[config.mk]
export PLATFORM = sky130hd
export DESIGN_NAME = twm_core
export DESIGN_NICKNAME = d
export VERILOG_FILES = /design/src/common/twm_pkg.sv /design/src/design/twm_core.sv /design/src/design/twm_fifo.sv
export SDC_FILE = /design/constraint.sdc
export NUM_CORES = 1
export LEC_CHECK = 0
export ABC_AREA = 1
export BUFFER_PORTS_ARGS = -buffer_cell sky130_fd_sc_hd__buf_2
export CORE_UTILIZATION = 50
export CTS_CLUSTER_DIAMETER = 200
export DETAILED_ROUTE_END_ITERATION = 8
export PLACE_DENSITY = 0.72
export SYNTH_ARGS = -nofsm -noshare
export SYNTH_HDL_FRONTEND = slang
export SYNTH_SLANG_ARGS = --single-unit
[constraint.sdc]
create_clock -name clk_i -period 8.07 [get_ports clk_i]
set_input_delay 1.614 -clock clk_i [delete_from_list [all_inputs] [get_ports clk_i]]
set_output_delay 1.614 -clock clk_i [all_outputs]
set_load 0.05 [all_outputs]
[src/common/twm_pkg.sv]
`default_nettype none
package twm_pkg;

    // ==================================================================
    // Timing
    localparam int CLK_HZ   = 250_000_000;
    localparam int RATE0_HZ = 100_000;
    localparam int RATE1_HZ = 400_000;
    localparam int RATE2_HZ = 800_000;
    localparam int RATE3_HZ = 1_000_000;
    localparam int QW       = 10;
    // Quarter bit periods in clock cycles, fractions round down
    localparam logic [QW-1:0] QTR0 = QW'(CLK_HZ / (4 * RATE0_HZ));
    localparam logic [QW-1:0] QTR1 = QW'(CLK_HZ / (4 * RATE1_HZ));
    localparam logic [QW-1:0] QTR2 = QW'(CLK_HZ / (4 * RATE2_HZ));
    localparam logic [QW-1:0] QTR3 = QW'(CLK_HZ / (4 * RATE3_HZ));

    // ==================================================================
    // Sizes and fixed positions
    localparam int             CW        = 5;
    localparam logic [CW-1:0]  MAX_BYTES = 5'h10;
    localparam logic [CW-1:0]  ONE_BYTE  = 5'h01;
    localparam logic [3:0]     ACK_SLOT  = 4'h8;
    localparam logic [1:0]     Q_FIRST   = 2'h0;
    localparam logic [1:0]     Q_DRIVE   = 2'h1;
    localparam logic [1:0]     Q_SAMPLE  = 2'h2;
    localparam logic [1:0]     Q_LAST    = 2'h3;
    localparam int             FIFO_W    = 8;
    localparam int             FIFO_D    = 8;

    // ==================================================================
    // Types
    typedef enum logic [1:0] {
        TWM_RD, TWM_WR, TWM_RD_WR, TWM_WR_RD
    } twm_xfer_t;

    typedef enum logic [2:0] {
        ST_IDLE, ST_BUSWAIT, ST_START, ST_BIT, ST_LOAD, ST_STOP, ST_DONE
    } twm_state_t;

    typedef struct packed {
        twm_xfer_t     xfer;
        logic [1:0]    rate;
        logic [6:0]    addr;
        logic [CW-1:0] wr_cnt;
        logic [CW-1:0] rd_cnt;
    } twm_cfg_t;

    // ==================================================================
    // Helpers
    function automatic logic [QW-1:0] qtr_len(input logic [1:0] r);
        case (r)
            2'h0:    qtr_len = QTR0;
            2'h1:    qtr_len = QTR1;
            2'h2:    qtr_len = QTR2;
            default: qtr_len = QTR3;
        endcase
    endfunction : qtr_len

    function automatic logic [CW-1:0] clamp_cnt(input logic [CW-1:0] c);
        if (c == '0)
            clamp_cnt = ONE_BYTE;
        else if (c > MAX_BYTES)
            clamp_cnt = MAX_BYTES;
        else
            clamp_cnt = c;
    endfunction : clamp_cnt

    function automatic logic first_rd(input twm_xfer_t x);
        first_rd = (x == TWM_RD) || (x == TWM_RD_WR);
    endfunction : first_rd

    function automatic logic two_phase(input twm_xfer_t x);
        two_phase = (x == TWM_RD_WR) || (x == TWM_WR_RD);
    endfunction : two_phase

endpackage : twm_pkg
`default_nettype wire

[src/design/twm_core.sv]
`timescale 1ns/100ps
`default_nettype none
module twm_core (
    input  wire logic            clk_i,       // 250 MHz clock
    input  wire logic            sys_rst_i,   // Sync reset, high
    input  wire logic            enable_i,    // Block enable
    input  wire logic            start_i,     // Start pulse
    input  wire twm_pkg::twm_cfg_t cfg_i,     // Transfer setup
    output var  logic            busy_o,      // Transfer running
    output var  logic            done_o,      // Completion pulse
    output var  logic            nack_o,      // No-ack seen
    output var  logic            clk_req_o,   // Peripheral clock request
    input  wire logic [7:0]      tx_data_i,   // Byte to send
    input  wire logic            tx_valid_i,  // Byte to send valid
    output var  logic            tx_ready_o,  // Byte taken
    output var  logic [7:0]      rx_data_o,   // Received byte
    output var  logic            rx_valid_o,  // Received byte valid
    input  wire logic            rx_ready_i,  // Received byte taken
    input  wire logic            scl_i,       // Clock wire level
    output var  logic            scl_o,       // Clock wire drive value
    output var  logic            scl_oe_o,    // Clock wire pulled low
    input  wire logic            sda_i,       // Data wire level
    output var  logic            sda_o,       // Data wire drive value
    output var  logic            sda_oe_o     // Data wire pulled low
);
    import twm_pkg::*;

    typedef struct packed {
        twm_state_t    st;
        twm_cfg_t      cfg;
        logic [1:0]    q;
        logic [QW-1:0] cnt;
        logic [3:0]    bitn;
        logic [7:0]    sh;
        logic          smp;
        logic          second;
        logic          rd;
        logic          addr_ph;
        logic [CW-1:0] remain;
        logic          nack;
        logic          scl_oe;
        logic          sda_oe;
        logic          busy;
        logic          done;
        logic          tx_ready;
        logic          rx_push;
        logic [7:0]    rx_data;
        logic          clk_req;
        logic          sda_m;
        logic          sda_s;
        logic          scl_m;
        logic          scl_s;
    } twm_core_st_t;

    twm_core_st_t s_r;
    twm_core_st_t s_nxt;
    logic         rx_space;

    // ==================================================================
    // Receive buffer toward the user
    twm_fifo #(
        .W (FIFO_W),
        .D (FIFO_D)
    ) u_rx_fifo (
        .clk_i       (clk_i),
        .sys_rst_i   (sys_rst_i),
        .in_data_i   (s_r.rx_data),
        .in_valid_i  (s_r.rx_push),
        .in_ready_o  (rx_space),
        .out_data_o  (rx_data_o),
        .out_valid_o (rx_valid_o),
        .out_ready_i (rx_ready_i)
    );

    // ==================================================================
    // Transfer sequencer
    always_comb begin
        logic tick;
        logic q_end;
        logic bitval;
        logic rd_data;
        s_nxt   = s_r;
        bitval  = 1'b1;
        tick    = s_r.cnt == '0;
        q_end   = tick && (s_r.q == Q_LAST);
        rd_data = s_r.rd && !s_r.addr_ph;
        s_nxt.done    = 1'b0;
        s_nxt.rx_push = 1'b0;
        s_nxt.tx_ready = 1'b0;
        // Pin synchronisers
        s_nxt.sda_m = sda_i;
        s_nxt.sda_s = s_r.sda_m;
        s_nxt.scl_m = scl_i;
        s_nxt.scl_s = s_r.scl_m;
        // Bit value for the current slot; master acks all but last read
        if (s_r.bitn == ACK_SLOT)
            bitval = rd_data ? (s_r.remain == ONE_BYTE) : 1'b1;
        else
            bitval = rd_data ? 1'b1 : s_r.sh[7];
        // Quarter timer runs only while timing bus phases
        if (s_r.st == ST_START || s_r.st == ST_BIT || s_r.st == ST_STOP) begin
            if (tick) begin
                s_nxt.cnt = qtr_len(s_r.cfg.rate) - 1'b1;
                s_nxt.q   = s_r.q + 1'b1;
            end else begin
                s_nxt.cnt = s_r.cnt - 1'b1;
            end
        end
        case (s_r.st)
            ST_IDLE: begin
                s_nxt.scl_oe = 1'b0;
                s_nxt.sda_oe = 1'b0;
                s_nxt.busy   = 1'b0;
                if (start_i && enable_i) begin
                    s_nxt.cfg    = cfg_i;
                    s_nxt.busy   = 1'b1;
                    s_nxt.nack   = 1'b0;
                    s_nxt.second = 1'b0;
                    s_nxt.rd     = first_rd(cfg_i.xfer);
                    s_nxt.st     = ST_BUSWAIT;
                end
            end
            ST_BUSWAIT: begin
                // Both wires idle high; no contention check beyond this
                if (s_r.scl_s && s_r.sda_s) begin
                    s_nxt.st  = ST_START;
                    s_nxt.q   = Q_FIRST;
                    s_nxt.cnt = qtr_len(s_r.cfg.rate) - 1'b1;
                end
            end
            ST_START: begin
                // Clock low, release both, data falls, clock falls
                s_nxt.scl_oe = (s_r.q == Q_FIRST) || (s_r.q == Q_LAST);
                s_nxt.sda_oe = s_r.q[1];
                if (q_end) begin
                    s_nxt.st      = ST_BIT;
                    s_nxt.q       = Q_FIRST;
                    s_nxt.bitn    = '0;
                    s_nxt.sh      = {s_r.cfg.addr, s_r.rd};
                    s_nxt.addr_ph = 1'b1;
                end
            end
            ST_BIT: begin
                // Clock low for two quarters, high for two; never waits
                s_nxt.scl_oe = !s_r.q[1];
                if (s_r.q == Q_DRIVE)
                    s_nxt.sda_oe = !bitval;
                if (tick && s_r.q == Q_SAMPLE)
                    s_nxt.smp = s_r.sda_s;
                if (q_end) begin
                    s_nxt.q    = Q_FIRST;
                    s_nxt.bitn = s_r.bitn + 1'b1;
                    if (s_r.bitn != ACK_SLOT) begin
                        s_nxt.sh = {s_r.sh[6:0], s_r.smp};
                    end else if (!rd_data && s_r.smp) begin
                        s_nxt.nack = 1'b1;
                        s_nxt.st   = ST_STOP;
                    end else if (s_r.addr_ph) begin
                        s_nxt.addr_ph = 1'b0;
                        s_nxt.remain  = clamp_cnt(s_r.rd ? s_r.cfg.rd_cnt
                                                         : s_r.cfg.wr_cnt);
                        s_nxt.st      = ST_LOAD;
                    end else begin
                        if (s_r.rd) begin
                            s_nxt.rx_push = 1'b1;
                            s_nxt.rx_data = s_r.sh;
                        end
                        s_nxt.remain = s_r.remain - 1'b1;
                        if (s_r.remain != ONE_BYTE) begin
                            s_nxt.st = ST_LOAD;
                        end else if (two_phase(s_r.cfg.xfer) && !s_r.second) begin
                            s_nxt.second = 1'b1;
                            s_nxt.rd     = !s_r.rd;
                            s_nxt.st     = ST_START;
                        end else begin
                            s_nxt.st = ST_STOP;
                        end
                    end
                end
            end
            ST_LOAD: begin
                // Hold clock low until a byte or buffer room is there
                s_nxt.scl_oe = 1'b1;
                s_nxt.q      = Q_FIRST;
                s_nxt.bitn   = '0;
                s_nxt.cnt    = qtr_len(s_r.cfg.rate) - 1'b1;
                if (s_r.rd) begin
                    // Let a pending push land before trusting the room flag
                    if (rx_space && !s_r.rx_push)
                        s_nxt.st = ST_BIT;
                end else if (s_r.tx_ready && tx_valid_i) begin
                    s_nxt.sh = tx_data_i;
                    s_nxt.st = ST_BIT;
                end else begin
                    s_nxt.tx_ready = 1'b1;
                end
            end
            ST_STOP: begin
                // Clock falls, data falls under a low clock, clock rises,
                // data rises; data never moves in the same cycle as clock
                s_nxt.scl_oe = !s_r.q[1];
                if (s_r.q == Q_DRIVE)
                    s_nxt.sda_oe = 1'b1;
                else if (s_r.q == Q_LAST)
                    s_nxt.sda_oe = 1'b0;
                if (q_end)
                    s_nxt.st = ST_DONE;
            end
            default: begin
                s_nxt.done = 1'b1;
                s_nxt.busy = 1'b0;
                s_nxt.st   = ST_IDLE;
            end
        endcase
        // Disable abandons any transfer and frees the wires
        if (!enable_i) begin
            s_nxt.st       = ST_IDLE;
            s_nxt.scl_oe   = 1'b0;
            s_nxt.sda_oe   = 1'b0;
            s_nxt.busy     = 1'b0;
            s_nxt.tx_ready = 1'b0;
        end
        // Request the shared clock only while enabled and working
        s_nxt.clk_req = enable_i && (s_nxt.st != ST_IDLE);
    end

    // State register
    always_ff @(posedge clk_i) begin
        if (sys_rst_i)
            s_r <= '0;
        else
            s_r <= s_nxt;
    end

    // ==================================================================
    // Outputs
    assign busy_o     = s_r.busy;
    assign done_o     = s_r.done;
    assign nack_o     = s_r.nack;
    assign clk_req_o  = s_r.clk_req;
    assign tx_ready_o = s_r.tx_ready;
    assign scl_o      = 1'b0; // Open drain: only ever pulls low
    assign sda_o      = 1'b0;
    assign scl_oe_o   = s_r.scl_oe;
    assign sda_oe_o   = s_r.sda_oe;

endmodule : twm_core
`default_nettype wire

[src/design/twm_fifo.sv]
`timescale 1ns/100ps
`default_nettype none
module twm_fifo #(
    parameter int W = 8,
    parameter int D = 8
) (
    input  wire logic         clk_i,       // Clock
    input  wire logic         sys_rst_i,   // Sync reset, high
    input  wire logic [W-1:0] in_data_i,   // Write word
    input  wire logic         in_valid_i,  // Write request
    output var  logic         in_ready_o,  // Room for a word
    output var  logic [W-1:0] out_data_o,  // Head word
    output var  logic         out_valid_o, // Head word present
    input  wire logic         out_ready_i  // Head word taken
);
    localparam int FCW = $clog2(D + 1);
    localparam logic [FCW-1:0] FULL_CNT = FCW'(D);

    typedef struct packed {
        logic [D-1:0][W-1:0] mem;
        logic [FCW-1:0]      count;
        logic                valid;
        logic                full;
    } twm_fifo_st_t;

    twm_fifo_st_t s_r;
    twm_fifo_st_t s_nxt;

    // ==================================================================
    // Shift-register queue: the head always sits in slot 0
    always_comb begin
        logic           push;
        logic           pop;
        logic [FCW-1:0] idx;
        s_nxt = s_r;
        pop   = s_r.valid && out_ready_i;
        push  = !s_r.full && in_valid_i;
        idx   = s_r.count - FCW'(pop);
        if (pop) begin
            for (int i = 0; i < D - 1; i++) begin
                s_nxt.mem[i] = s_r.mem[i + 1];
            end
        end
        if (push) begin
            s_nxt.mem[idx] = in_data_i;
        end
        s_nxt.count = s_r.count + FCW'(push) - FCW'(pop);
        s_nxt.valid = s_nxt.count != '0;
        s_nxt.full  = s_nxt.count == FULL_CNT;
    end

    // State register
    always_ff @(posedge clk_i) begin
        if (sys_rst_i)
            s_r <= '0;
        else
            s_r <= s_nxt;
    end

    assign in_ready_o  = !s_r.full;
    assign out_data_o  = s_r.mem[0];
    assign out_valid_o = s_r.valid;

endmodule : twm_fifo
`default_nettype wire

==> impl_results.md <==
* Die area at 14820 um^2
* Pre-antenna DRT Iters at 5
* Post-DP HPWL at 10.70 mm
* Slew @ Worst Pin at 905.6 ps
* CTS-repair resized insts at 0
* Layout Area Growth over Synthesis at 12.27%
* HP Class: register to register
* Final Max Tran Viols at 0
* P_sw at 0.0004800 W
* Synth Area in Compound Gates at 0.2292
* Non-filler instance count after layout at 1223
* Final hold vios at 0
* First-pass GRT wire length at 26.16 mm
* Predominant post-synthesis flop cell: dfxtp_1
* Fill cells at 1321
* Ys async rst share at 0
* Vias at 6288
* Vias in the first global route at 5432
* Yosys warns at 0
* Maximum clock rate at roughly 0.25 GHz
* Core area at 13930 um^2
* Synth Area in Adders at 0.04120
* Ant diodes at 0
* Sequential share of the synthesized area at 0.4078
* Max VDD drop at 0.0002249 V
* Initial Util at 0.5143
* Die extent in x at 121.7 um
* Max cap viols at 0
* CTS Sinks at 146
* Standard-cell rows at 43
* CP Launch Type: input port
* Mux cell area share after synthesis at 0
* Layout cell share with drive strength beyond 1 at 0.1246
* Clock Skew at 5.606 ps
* RSZ-0062 raised after global routing: no
* Clk pwr share at 0.465
* Worst-Skew Late Latency at 430 ps
* Critical Path End Type: register
* Final nets at 1090
* Yosys cell types at 46
* Clk buf depth at 2
* Die Span Y at 121.7 um
* Yosys top cell by area: dfxtp_1
* Port buffer count at 52
* Mapped cell area at 7167 um^2
* Largest family of logic cells by synthesized area: compound AO/OA/AOI/OAI gates
* Worst-path clk slew at 60 ps
* Num CTS Buffers at 17
* Vias per inst at 5.141
* Count leader, synth: nand2_1
* CTS Hold Bufs at 0
* CP max FO at 65
* H-tree Lvls at 4
* CP required at 8430 ps
* GRT overflow at 0
* Synth top cells by count: 190 x nand2_1, 146 x dfxtp_1, 145 x o21ai_0, 120 x a21oi_1, 115 x inv_1
* Final Cycle Share at 0.4875
* Internal power at 0.001353 W
* Largest net degree at the start of global routing at 107
* Area of the multi-input gates at 3492 um^2
* Worst EP arrival at roughly 4300 ps
* Gate Count Post-Synth at 1009
* Avg Cell Area, Syn at 7.103 um^2
* Post-synth EDFFs at 0
* Max_slew headroom at 0.3962
* Antenna viol nets, final at 0
* Ranking of synthesized cells by area: dfxtp_1 41%, o21ai_0 10%, nand2_1 10%
* Worst Setup Path Type: input port to register
* Setup Fix Bufs, Post-CTS at 0
* Simple-Gate Fraction of Synth Area at 0.2044
* Dpl cells at 1191
* CTS tree: yes
* Fin crit period at 3934 ps
* Setup TNS at 0 ps
* Placer Congestion at roughly 0.87
* Combinational group share of total power at 0.121
* Power density over cell area at about 230 nW/um^2
* Final hold slack at 407.9 ps
* Static leakage at 3.359 nW
* Top-level I/O count at 55
* Setup Viol. Count Final at 0
* Status: complete, no violations
* Xor and xnor area share after synthesis at 0.01100
* Iter 0 DRT Violations at approximately 480
* Number of synthesized register bits at 146
* Flop pwr share at 0.414
* Root Driver: clkbuf_16
* Total Wirelength at approximately 16 mm
* Total track usage at 0.2223
* Sw frac at 0.2619
* DRC viols at 0
* Synth top area share at 0.4078
* WL/cell at 12.77 um
* Sequential Area at 2923 um^2
* Initial antenna violation count at 0
-- cell usage in the layout (no fill, tap or decap), types with 3 or more instances in the layout --
cell type,Yosys,layout
a211oi_1,4,4
a21oi_1,120,120
a221oi_1,4,4
buf_2,10,52
buf_4,12,4
bufinv_16,0,4
clkbuf_16,0,17
clkbuf_8,0,3
clkinv_2,0,3
dfxtp_1,146,146
ha_1,22,22
inv_1,115,114
inv_2,9,10
nand2_1,190,189
nand2_2,6,7
nand3_1,18,18
nand4_1,3,3
nor2_1,78,78
nor2_2,11,11
nor2_4,3,3
nor3_1,17,17
o21ai_0,145,145
o21ai_1,17,17
o21bai_1,4,4
o22ai_1,7,7
xor2_1,9,9
-- stage by stage --
| step | util | power (W) | cell area, um^2 | worst slack (ps) |
|---|---|---|---|---|
| floorplan | - | 0.0009448 | 7171 | 4221 |
| global placement | 0.5312 | 0.0009921 | 7402 | 3767 |
| detailed placement | 0.5312 | 0.0009942 | 7402 | 3676 |
| CTS | 0.5774 | 0.001846 | 8046 | 4114 |
| global route | 0.5774 | 0.001914 | 8046 | 3730 |
| finish | 0.5774 | 0.001833 | 8046 | 4136 |
-- kinds of logic (layout without fill, tap and decap cells) --
kind of cell | Yosys count | after routing
simple gates | 339 | 339
compound gates | 311 | 311
buf+inv | 180 | 213
flops | 146 | 146
fa+ha+maj | 23 | 23
xor+xnor | 9 | 9
other cells | 1 | 2
-- metal layers --
metal  share of wire  vias to the layer above  wire length [um]  global-route usage
met2            0.44                      148              6830              0.3292
met3           0.051                       13               802             0.05384
met1            0.50                     2805              7785              0.3133
met4           0.012                        0               195             0.07716
met5               0                        -                 0                   0
li1                -                     3322                 -                   -
-- path summary, 6_finish.rpt --
path                                   to  slack (ps)                  start  depth (start not counted)
setup / recovery  u_rx_fifo.out_data_o[2]        4140             rx_ready_i                         12
hold / removal                     s_r[0]         410               s_nxt[0]                          2
setup reg to reg  u_rx_fifo.out_data_o[2]        5100  u_rx_fifo.out_valid_o                         11
hold reg to reg                    s_r[0]         410               s_nxt[0]                          2
-- critical path, stage by stage --
cell and delay [ps]:
buf_2 100, nand2_2 40, buf_4 480, inv_1 130
ha_1 270, ha_1 210, or2_1 250, nand2_2 90
nand2_1 70, nor2_1 680, o21ai_0 180, a21oi_1 160
-- layout make-up --
class	instances	share of cell area
multi-input combinational	684	0.4340
sequential	146	0.3632
inverter	125	0.05862
clock buffer	20	0.05800
timing repair buffer	56	0.03608
tap	180	0.02799
clock inverter	12	0.02208
-- power by group through the flow --
stage / sequential, W / combinational [W] / clock [W]
5_1_grt: 0.000762 / 0.000253 / 0.000899
6_report: 0.000759 / 0.000222 / 0.000852
3_5_place_dp: 0.000775 / 0.000219 / 0
4_1_cts: 0.000759 / 0.000222 / 0.000864
3_3_place_gp: 0.000775 / 0.000217 / 0
2_1_floorplan: 0.000781 / 0.000163 / 0
-- registers in the layout (all words and copies together) (netlist names) --
register               flops
tx_ready_o                 1
done_o                     1
clk_req_o                  1
sda_oe_o                   1
u_rx_fifo.out_valid_o      1
u_rx_fifo.out_data_o       8
s_r                       67
s_nxt                      2
busy_o                     1
u_rx_fifo.s_r             61
nack_o                     1
scl_oe_o                   1
(Power assumes the default switching activity.)
